--- src/hw/cgc_params.svh ---
// Constants for the clock generator serial configuration controller
`ifndef CGC_PARAMS_SVH
`define CGC_PARAMS_SVH

`define CGC_CLK_MHZ 40
`define CGC_T_QUARTER_NS 2500
`define CGC_QUARTER_CYC ((`CGC_T_QUARTER_NS * `CGC_CLK_MHZ + 999) / 1000)
`define CGC_DEV_ADDR 7'h50
`define CGC_RW_WRITE 1'b0
`define CGC_RW_READ 1'b1
`define CGC_LAST_BYTE 2'h2
`define CGC_MSB_BIT 3'h7
`define CGC_PAD_NIBBLE 4'h0
`define CGC_CODE_DISABLE 4'h1
`define CGC_CODE_FIRST 4'h2
`define CGC_CODE_LAST 4'hc
`define CGC_LAST_PHASE 2'h3
`define CGC_SAMPLE_PHASE 2'h2
`define CGC_RX_ONE 15:12
`define CGC_RX_TWO 11:8
`define CGC_RX_THREE 7:4

`endif

--- src/hw/cgc_pkg.sv ---
// Types shared by the clock generator configuration controller
package cgc_pkg;

    typedef enum logic [1:0] {BC_START, BC_STOP, BC_WRITE, BC_READ} cgc_bit_cmd_e;

    typedef enum {ST_IDLE, ST_START, ST_BIT, ST_ACK, ST_STOP} cgc_state_e;

    typedef struct packed {
        logic [3:0] gen_one;
        logic [3:0] gen_two;
        logic [3:0] gen_three;
    } cgc_codes_s;

endpackage

--- src/hw/cgc_top.sv ---
// Controller that writes and reads back three clock generator codes over a two-wire bus
// Contract
// - Code 1 disables, codes 2 to 12 pick frequencies, others leave setting unchanged.
// - Write trigger rising edge starts the serial transfer of the three codes at once.
// - Completion flag goes low at write start and stays low throughout.
// - Completion flag returns high when the write transfer finishes.
// - Read trigger rising edge starts read-back at once with completion flag low.
// - After a read, retrieved codes appear on the three read-back outputs.
// - Completion flag rises when the read ends, read-back outputs then valid.
// - Synchronous reset, low level resets, high level runs.
// - Completion flag zero means transfer in progress, one means complete.
// - Controller is bus master, drives serial clock and two-way serial data.
`timescale 1ns/10ps
`include "cgc_params.svh"

module cgc_top
    import cgc_pkg::*;
#(
    parameter int QUARTER_CYC = `CGC_QUARTER_CYC,
    parameter logic [6:0] DEV_ADDR = `CGC_DEV_ADDR
)
(
    input wire logic clk,
    input wire logic srst_n,
    input wire logic [3:0] gen_one_freq_code_in,
    input wire logic [3:0] gen_two_freq_code_in,
    input wire logic [3:0] gen_three_freq_code_in,
    input wire logic write_trigger,
    input wire logic read_trigger,
    output logic [3:0] gen_one_freq_code_out,
    output logic [3:0] gen_two_freq_code_out,
    output logic [3:0] gen_three_freq_code_out,
    output logic xfer_ready,
    output logic ack_error,
    output logic [2:0] code_applies,
    output logic scl,
    input wire logic sda_in,
    output logic sda_out,
    output logic sda_oe
);

    cgc_state_e state;
    cgc_codes_s tx_codes;
    cgc_bit_cmd_e bit_cmd;
    logic wr_prev;
    logic rd_prev;
    logic wr_rise;
    logic rd_rise;
    logic accept;
    logic op_read;
    logic launch;
    logic bit_wbit;
    logic bit_busy;
    logic bit_done;
    logic bit_rbit;
    logic sda_meta;
    logic sda_sync;
    logic [1:0] byte_idx;
    logic [2:0] bit_idx;
    logic [7:0] tx_byte;
    logic [15:0] rx_shift;
    logic reading_data;

    // Codes outside the documented range leave the generator as it was
    function automatic logic code_changes(input logic [3:0] code);
        return (code >= `CGC_CODE_DISABLE) && (code <= `CGC_CODE_LAST);
    endfunction

    // Open drain: the pin is only ever pulled low, the far end or the pull-up makes it high
    assign sda_out = 1'b0;

    always_ff @(posedge clk)
    begin
        if (!srst_n)
        begin
            sda_meta <= 1'b1;
            sda_sync <= 1'b1;
        end
        else
        begin
            sda_meta <= sda_in;
            sda_sync <= sda_meta;
        end
    end

    always_ff @(posedge clk)
    begin
        if (!srst_n)
        begin
            wr_prev <= 1'b0;
            rd_prev <= 1'b0;
        end
        else
        begin
            wr_prev <= write_trigger;
            rd_prev <= read_trigger;
        end
    end

    assign wr_rise = write_trigger && !wr_prev;
    assign rd_rise = read_trigger && !rd_prev;
    // A write edge wins over a read edge seen in the same cycle
    assign accept = xfer_ready && (wr_rise || rd_rise);
    assign reading_data = op_read && (byte_idx != 2'h0);

    always_comb
    begin
        case (byte_idx)
            2'h0: tx_byte = {DEV_ADDR, op_read ? `CGC_RW_READ : `CGC_RW_WRITE};
            2'h1: tx_byte = {tx_codes.gen_one, tx_codes.gen_two};
            default: tx_byte = {tx_codes.gen_three, `CGC_PAD_NIBBLE};
        endcase
    end

    always_comb
    begin
        bit_cmd = BC_STOP;
        bit_wbit = 1'b1;
        case (state)
            ST_START: bit_cmd = BC_START;
            ST_BIT:
            begin
                bit_cmd = reading_data ? BC_READ : BC_WRITE;
                bit_wbit = tx_byte[bit_idx];
            end
            ST_ACK:
            begin
                // Master acknowledges read bytes except the last, which it refuses
                bit_cmd = reading_data ? BC_WRITE : BC_READ;
                bit_wbit = (byte_idx == `CGC_LAST_BYTE);
            end
            ST_STOP: bit_cmd = BC_STOP;
            default:
            begin
                bit_cmd = BC_STOP;
                bit_wbit = 1'b1;
            end
        endcase
    end

    always_ff @(posedge clk)
    begin
        if (!srst_n)
        begin
            state <= ST_IDLE;
            launch <= 1'b0;
            byte_idx <= '0;
            bit_idx <= `CGC_MSB_BIT;
        end
        else
        begin
            launch <= 1'b0;
            case (state)
                ST_IDLE:
                    if (accept)
                    begin
                        state <= ST_START;
                        launch <= 1'b1;
                        byte_idx <= '0;
                        bit_idx <= `CGC_MSB_BIT;
                    end
                ST_START:
                    if (bit_done)
                    begin
                        state <= ST_BIT;
                        launch <= 1'b1;
                    end
                ST_BIT:
                    if (bit_done)
                    begin
                        launch <= 1'b1;
                        if (bit_idx == 3'h0)
                            state <= ST_ACK;
                        else
                            bit_idx <= bit_idx - 3'h1;
                    end
                ST_ACK:
                    if (bit_done)
                    begin
                        launch <= 1'b1;
                        bit_idx <= `CGC_MSB_BIT;
                        if (byte_idx == `CGC_LAST_BYTE)
                            state <= ST_STOP;
                        else
                        begin
                            byte_idx <= byte_idx + 2'h1;
                            state <= ST_BIT;
                        end
                    end
                ST_STOP:
                    if (bit_done)
                        state <= ST_IDLE;
                default: state <= ST_IDLE;
            endcase
        end
    end

    always_ff @(posedge clk)
    begin
        if (!srst_n)
        begin
            xfer_ready <= 1'b1;
            op_read <= 1'b0;
            tx_codes <= '0;
            code_applies <= '0;
        end
        else if (accept)
        begin
            xfer_ready <= 1'b0;
            op_read <= !wr_rise;
            if (wr_rise)
            begin
                // Codes are captured at the edge so a later change cannot corrupt the frame
                tx_codes <= '{gen_one_freq_code_in, gen_two_freq_code_in, gen_three_freq_code_in};
                code_applies <= {code_changes(gen_three_freq_code_in), code_changes(gen_two_freq_code_in),
                                 code_changes(gen_one_freq_code_in)};
            end
        end
        else if ((state == ST_STOP) && bit_done)
            xfer_ready <= 1'b1;
    end

    always_ff @(posedge clk)
    begin
        if (!srst_n)
        begin
            rx_shift <= '0;
            ack_error <= 1'b0;
            gen_one_freq_code_out <= '0;
            gen_two_freq_code_out <= '0;
            gen_three_freq_code_out <= '0;
        end
        else
        begin
            if (accept)
                ack_error <= 1'b0;
            else if ((state == ST_ACK) && !reading_data && bit_done && bit_rbit)
                ack_error <= 1'b1;
            if ((state == ST_BIT) && reading_data && bit_done)
                rx_shift <= {rx_shift[14:0], bit_rbit};
            if ((state == ST_STOP) && bit_done && op_read)
            begin
                gen_one_freq_code_out <= rx_shift[`CGC_RX_ONE];
                gen_two_freq_code_out <= rx_shift[`CGC_RX_TWO];
                gen_three_freq_code_out <= rx_shift[`CGC_RX_THREE];
            end
        end
    end

    cgc_bit_engine #(
        .QUARTER_CYC(QUARTER_CYC)
    ) u_bit_engine (
        .clk(clk),
        .srst_n(srst_n),
        .go(launch),
        .cmd(bit_cmd),
        .wbit(bit_wbit),
        .sda_in_sync(sda_sync),
        .busy(bit_busy),
        .done(bit_done),
        .rbit(bit_rbit),
        .scl(scl),
        .sda_oe(sda_oe)
    );
endmodule

--- src/hw/cgc_bit_engine.sv ---
// Serial bus bit engine: one start, stop, write or read bit per request
`timescale 1ns/10ps
`include "cgc_params.svh"

module cgc_bit_engine
    import cgc_pkg::*;
#(
    parameter int QUARTER_CYC = `CGC_QUARTER_CYC
)
(
    input wire logic clk,
    input wire logic srst_n,
    input wire logic go,
    input wire cgc_bit_cmd_e cmd,
    input wire logic wbit,
    input wire logic sda_in_sync,
    output logic busy,
    output logic done,
    output logic rbit,
    output logic scl,
    output logic sda_oe
);

    localparam int CW = $clog2(QUARTER_CYC + 1);
    localparam logic [CW-1:0] CNT_LAST = CW'(QUARTER_CYC - 1);

    logic [CW-1:0] cnt;
    logic [1:0] phase;
    cgc_bit_cmd_e cmd_q;
    logic wbit_q;
    logic next_scl;
    logic next_sda;
    logic tick;

    assign tick = busy && (cnt == CNT_LAST);

    always_ff @(posedge clk)
    begin
        if (!srst_n)
        begin
            busy <= 1'b0;
            cnt <= '0;
            phase <= '0;
            cmd_q <= BC_STOP;
            wbit_q <= 1'b1;
        end
        else if (!busy && go)
        begin
            busy <= 1'b1;
            cnt <= '0;
            phase <= '0;
            cmd_q <= cmd;
            wbit_q <= wbit;
        end
        else if (tick)
        begin
            cnt <= '0;
            phase <= phase + 2'h1;
            if (phase == `CGC_LAST_PHASE)
                busy <= 1'b0;
        end
        else if (busy)
            cnt <= cnt + CW'(1);
    end

    // Start and stop change data only while the clock is high; data bits change only while it is low
    always_comb
    begin
        next_scl = 1'b1;
        next_sda = 1'b1;
        case (cmd_q)
            BC_START:
            begin
                next_scl = (phase != `CGC_LAST_PHASE);
                next_sda = (phase < `CGC_SAMPLE_PHASE);
            end
            BC_STOP:
            begin
                next_scl = (phase != 2'h0);
                next_sda = (phase >= `CGC_SAMPLE_PHASE);
            end
            BC_WRITE:
            begin
                next_scl = (phase == 2'h1) || (phase == `CGC_SAMPLE_PHASE);
                next_sda = wbit_q;
            end
            BC_READ:
            begin
                next_scl = (phase == 2'h1) || (phase == `CGC_SAMPLE_PHASE);
                next_sda = 1'b1;
            end
            default:
            begin
                next_scl = 1'b1;
                next_sda = 1'b1;
            end
        endcase
    end

    always_ff @(posedge clk)
    begin
        if (!srst_n)
        begin
            scl <= 1'b1;
            sda_oe <= 1'b0;
        end
        else if (busy)
        begin
            scl <= next_scl;
            sda_oe <= !next_sda;
        end
    end

    always_ff @(posedge clk)
    begin
        if (!srst_n)
        begin
            done <= 1'b0;
            rbit <= 1'b1;
        end
        else
        begin
            done <= tick && (phase == `CGC_LAST_PHASE);
            if (tick && (phase == `CGC_SAMPLE_PHASE))
                rbit <= sda_in_sync;
        end
    end
endmodule

--- config.mk ---
export PLATFORM = sky130hd
export DESIGN_NAME = cgc_top
export DESIGN_NICKNAME = d
export VERILOG_FILES = /design/src/hw/cgc_pkg.sv /design/src/hw/cgc_top.sv /design/src/hw/cgc_bit_engine.sv
export VERILOG_INCLUDE_DIRS = /design/src /design/src/hw
export SDC_FILE = /design/constraint.sdc
export NUM_CORES = 1
export LEC_CHECK = 0
export ABC_CLOCK_PERIOD_IN_PS = 3000
export BUFFER_PORTS_ARGS = -buffer_cell sky130_fd_sc_hd__buf_4
export CORE_MARGIN = 3
export CORE_UTILIZATION = 34
export DETAILED_ROUTE_END_ITERATION = 10
export GPL_ROUTABILITY_DRIVEN = 1
export HOLD_SLACK_MARGIN = 0.12
export SETUP_SLACK_MARGIN = 0.4
export SYNTH_ARGS = -nofsm -noshare
export SYNTH_HDL_FRONTEND = slang
export SYNTH_SLANG_ARGS = --single-unit
--- constraint.sdc ---
create_clock -name clk -period 3 [get_ports clk]
set_input_delay 0.3 -clock clk [delete_from_list [all_inputs] [get_ports clk]]
set_output_delay 0.3 -clock clk [all_outputs]
set_load 0.05 [all_outputs]
After elaboration in Yosys (flattened, before gate mapping). Cells that the tools add are included.

Register bits after elaboration: 105. Bits of input ports: 17. Logic and storage cells: 149.

Add/subtract/negate cells: 4. Magnitude comparators: 9. Equal/unequal tests: 25. Mux-type cells: 35. Bitwise logic cells: 1. Reductions and logical operators: 47.

Operator list (number): $mux 32 (6); $pmux 32 s5 (1); $eq 32x3->1 const B (3); $eq 32x2->1 const B (2); $eq 32x1->1 const B (1); $eq 32x4->1 const B (1); $logic_not 32->1 (1); $logic_and 1x1->1 (18); $pmux 8 s2 (1); $mux 3 (5); $ge 4x1->1 const B (3); $le 4x4->1 const B (3); $reduce_bool 2->1 (6); $mux 1 (11); $eq 2x2->1 const B (5); $ne 2x2->1 const B (5); $pmux 3 s3 (1); $ne 2x1->1 const B (4); $add 7x1->7 const B (1); $eq 7x7->1 const B (1); $eq 2x1->1 const B (3); $logic_not 1->1 (6); $mux 2 (3); $pmux 2 s3 (1); 21 further kinds (29).

Depth between registers and ports, before layout.
Depth in word-level cells: 6. Depth in mapped cells: 8. Mapped depth without buffers: 7.

By module. From an unflattened synthesis, not the netlist that was laid out.

Cells, all modules: 370. Area total of the unflattened synthesis: 3399.5 µm².

By module, submodules not included: cgc_top (times used 1, cells each 279, area an instance 2595.0 µm², seq. area each 1181.1 µm²); cgc_bit_engine (times used 1, cells each 91, area an instance 804.5 µm², seq. area each 340.3 µm²).

Worst setup path after synthesis. OpenSTA, ideal clock, no wires.

Path kind: register -> register. Start point: register xfer_ready. End point: register bit_idx[2]. Library setup time: 62 ps. Data arrival time: 1481 ps. Data required time: 2938 ps. Path slack: 1457 ps. Stages on the path, launching flop included: 5. Path buffers: 0. Period minus slack after synthesis: 1543 ps. Path through: dfxtp_1 -> o211ai_4 -> a21o_1 -> or3_1 -> nand3_1.

Word-level cells in the longest chain between the ends: 3.

RTL lines: start, declared (RTL line cgc_top.sv:33) `output logic xfer_ready,`; start signal, assigned (RTL line cgc_top.sv:202) `xfer_ready <= 1'b1;`; start signal, assigned (RTL line cgc_top.sv:209) `xfer_ready <= 1'b0;`; start signal, assigned (RTL line cgc_top.sv:220) `xfer_ready <= 1'b1;`; $logic_and 1x1->1 (RTL line cgc_top.sv:103) `assign accept = xfer_ready && (wr_rise || rd_rise);`; $ne 2x2->1 (no source line); $reduce_and 5->1 (no source line); end signal, assigned (RTL line cgc_top.sv:148) `` bit_idx <= `CGC_MSB_BIT; ``; end signal, assigned (RTL line cgc_top.sv:160) `` bit_idx <= `CGC_MSB_BIT; ``; end signal, assigned (RTL line cgc_top.sv:175) `bit_idx <= bit_idx - 3'h1;`; end, declared (RTL line cgc_top.sv:59) `logic [2:0] bit_idx;`.

Every way passes these cells. A chain may end at the register's enable or synchronous reset.

Worst setup path after layout.
Start point: register byte_idx[0]. End point: register rx_shift[15].

Word-level cells in the longest chain between the ends: 4.

RTL lines: start, declared (RTL line cgc_top.sv:58) `logic [1:0] byte_idx;`; start signal, assigned (RTL line cgc_top.sv:186) `byte_idx <= byte_idx + 2'h1;`; $reduce_bool 2->1 (RTL line cgc_top.sv:104) `assign reading_data = op_read && (byte_idx != 2'h0);`; $logic_and 1x1->1 (RTL line cgc_top.sv:104); $logic_and 1x1->1 (2 in series) (RTL line cgc_top.sv:239) `if ((state == ST_BIT) && reading_data && bit_done)`; end signal, assigned (RTL line cgc_top.sv:240) `rx_shift <= {rx_shift[14:0], bit_rbit};`; end, declared (RTL line cgc_top.sv:61) `logic [15:0] rx_shift;`.

Every way passes these cells.

==> flow_metrics.env <==
export IMPL_root_buffer="clkbuf_8"
export IMPL_slew_viol_final=0
export IMPL_coreArea_mm2=0.00942
export IMPL_cts_tree="yes"
export IMPL_rsz0062_at_grt="no"
export IMPL_drive_gt1_share_pct=14.7
export IMPL_arrival_ns=2.22
export IMPL_finalClockSkew_ns=0.0107
export IMPL_synthDistinctLibCells=46
export IMPL_die_height_um=105
export IMPL_fmax_mhz=513
export IMPL_mappedNetlistArea_mm2=0.00335
export IMPL_clock_sinks=76
export IMPL_worst_slew_pin_slew_ns=0.822
export IMPL_io_buffers=35
export IMPL_antenna_cells=0
export IMPL_ys_flop_type="dfxtp_1"
export IMPL_p_leak_uw=0.00152
export IMPL_slew_headroom_pct=44.8
export IMPL_post_route_period_util_pct=65.0
export IMPL_num_io_pins=37
export IMPL_maxCapViolations=0
export IMPL_clockBufferDepth=2
export IMPL_crit_chain="inv_1 -> ha_1 -> nand2b_1 -> nor4_4 -> nand2_1 -> a21boi_0"
export IMPL_async_flop_share_pct=0
export IMPL_yosysTopAreaCell="dfxtp_1"
export IMPL_finalNetCount=429
export IMPL_h_tree_depth=3
export IMPL_n_fill_cell=943
export IMPL_max_vdd_ir_drop_v=0.000184
export IMPL_avgSynthCellArea_um2=8.94
export IMPL_worstSetupEndpointType="register"
export IMPL_die_w_um=105
export IMPL_initial_utilization_pct=35.6
export IMPL_first_pass_iters=4
export IMPL_critPathKind="reg2reg"
export IMPL_ys_seq_area_share_pct=45.4
export IMPL_required_ns=3.27
export IMPL_drcViolationCount=0
export IMPL_ys_seq_elements=76
export IMPL_critical_path_max_stage_delay_ns=0.65
export IMPL_vias_per_cell=4.74
export IMPL_yosysMostFrequentCell="nand2_1"
export IMPL_cp_max_fo=16
export IMPL_clkPwrFrac_pct=38.4
export IMPL_gp_congestion=0.806
export IMPL_avgRoutedWirePerCell_um=11.9
export IMPL_sequentialPowerShare_pct=52.6
export IMPL_grt_usage_pct=12.0
export IMPL_synth_area_top_cells="dfxtp_1, nand2_1, a21boi_0"
export IMPL_status="finished, final reports clean"
export IMPL_num_vias=2548
export IMPL_power_internal_uw=1520
export IMPL_netSwitchingFraction_pct=25.4
export IMPL_antenna_found_initial=0
export IMPL_hold_class="in2reg"
export IMPL_switching_power_uw=517
export IMPL_hpwlAfterDp_mm=4.33
export IMPL_period_minus_slack_ns=1.95
export IMPL_ant_nets=0
export IMPL_cts_resized_gates=0
export IMPL_p_comb_share_pct=9.0
export IMPL_syn_inst=375
export IMPL_setup_tns_ns=0
export IMPL_synth_edf_count=0
export IMPL_drt_iter0_drc=151
export IMPL_setup_viol=0
export IMPL_yosysWarningCount=0
export IMPL_postSynthNetCount=401
export IMPL_netlist_area_leader_share_pct=45.4
export IMPL_postCtsSetupBuffers=0
export IMPL_cpMaxStageDelayCell="nor4_4"
export IMPL_grt_max_degree=66
export IMPL_power_uw=2040
export IMPL_area_growth_syn_to_layout_pct=15.9
export IMPL_routed_wl_mm=6.40
export IMPL_overflow=0
export IMPL_grt_pass1_wl_mm=11.0
export IMPL_grt_pass1_vias=2360
export IMPL_numCtsBuffers=9
export IMPL_synth_commonest_cells="nand2_1, dfxtp_1, nor2_1"
export IMPL_hold_violations=0
export IMPL_insertion_delay_ns=0.35
export IMPL_clk_pin_slew_ns=0.08
export IMPL_power_density_mw_per_mm2=525
export IMPL_die_area_mm2=0.0111
export IMPL_row_count=35
export IMPL_cp_start_kind="register"
-- flip-flops by register name (all words and copies together), names as in the netlist, 2 cells and up --
register	flops
rx_shift	16
state	3
u_bit_engine.cnt	7
bit_idx	3
code_applies	3
gen_three_freq_code_out	4
u_bit_engine.phase	2
byte_idx	2
gen_one_freq_code_out	4
u_bit_engine.cmd_q	2
gen_two_freq_code_out	4
tx_codes	12
-- final cells by class --
class / count / area [µm²] / share of cell area, %
Multi-Input combinational cell: 270 / 1690 / 43.4
Sequential cell: 76 / 1520 / 39.2
Timing Repair Buffer: 37 / 280 / 7.22
Tap cell: 129 / 161 / 4.16
Clock buffer: 10 / 138 / 3.54
Clock inverter: 6 / 63.8 / 1.64
Inverter: 9 / 33.8 / 0.870
-- cells by family (layout without fill, tap and decap cells) --
kind of cell             count (synthesis)  after routing  synth area share, %
buffers and inverters                   29             62                 4.29
flip-flops                              76             76                 45.4
XOR/XNOR                                 9              9                 2.35
other                                    1              1                0.112
multiplexers                            17             17                 5.86
AO/OA/AOI/OAI                           71             71                 15.1
adder cells (fa/ha/maj)                  9              9                 3.36
AND/OR/NAND/NOR                        163            163                 23.5
-- metrics by stage --
step / area [µm²] / setup slack, ns / instances / hold WS [ns] / utilization [%]
6_report: 3880 / 1.05 / 537 / 0.162 / 41.2
5_1_grt: 3880 / 0.727 / 537 / 0.161 / 41.2
4_1_cts: 3880 / 1.04 / 537 / 0.145 / 41.2
3_5_place_dp: 3670 / 1.06 / 520 / 0.397 / 39.0
3_3_place_gp: 3670 / 1.18 / 520 / 0.392 / 39.0
2_1_floorplan: 3350 / 1.46 / 375 / 0.386 / -
-- path summary, 6_finish.rpt --
kind	slack, ns	endpoint	startpoint	depth (start not counted)
max	1.05	rx_shift[15]	byte_idx[0]	6
min reg2reg	0.41	sda_sync	sda_meta	1
min	0.16	wr_prev	write_trigger	2
max reg2reg	1.05	rx_shift[15]	byte_idx[0]	6
-- placed cells by master (no fill, tap or decap), types with 10 or more instances in the layout --
master    count
nand2_1      82
a21boi_1     10
a21oi_1      10
clkbuf_8     10
nor2_1       22
mux2i_1      14
dfxtp_1      76
a21boi_0     21
buf_4        36
nor2b_1      19
-- per-layer routing --
layer / share of wire, % / vias to the layer above / global-route usage, %
li1: - / 1321 / -
met1: 49 / 1177 / 15.1
met2: 46 / 43 / 19.2
met3: 4.1 / 7 / 2.88
met4: 1.5 / 0 / 5.62
met5: 0 / - / 0
-- repair_timing --
action	4_1_cts	5_1_grt
endpoints found under the hold margin	1	0
hold buffers	1	0
setup endpoints to repair	0	0
-- power groups by stage --
stage | registers [µW] | logic, µW | clock network, µW
floorplan | 1110 | 120 | 0
global placement | 1090 | 182 | 0
detailed placement | 1090 | 184 | 0
CTS | 1070 | 186 | 812
global route | 1080 | 204 | 850
finish | 1070 | 184 | 783
-- critical path, delay by kind of cell (launching register included) --
family          cells  cell delay [ns]
compound gates      1             0.17
fa+ha+maj           1             0.25
simple gates        3             1.02
buf+inv             1             0.08
flops               1             0.36
Note: power is estimated with default switching activity, not from simulation.
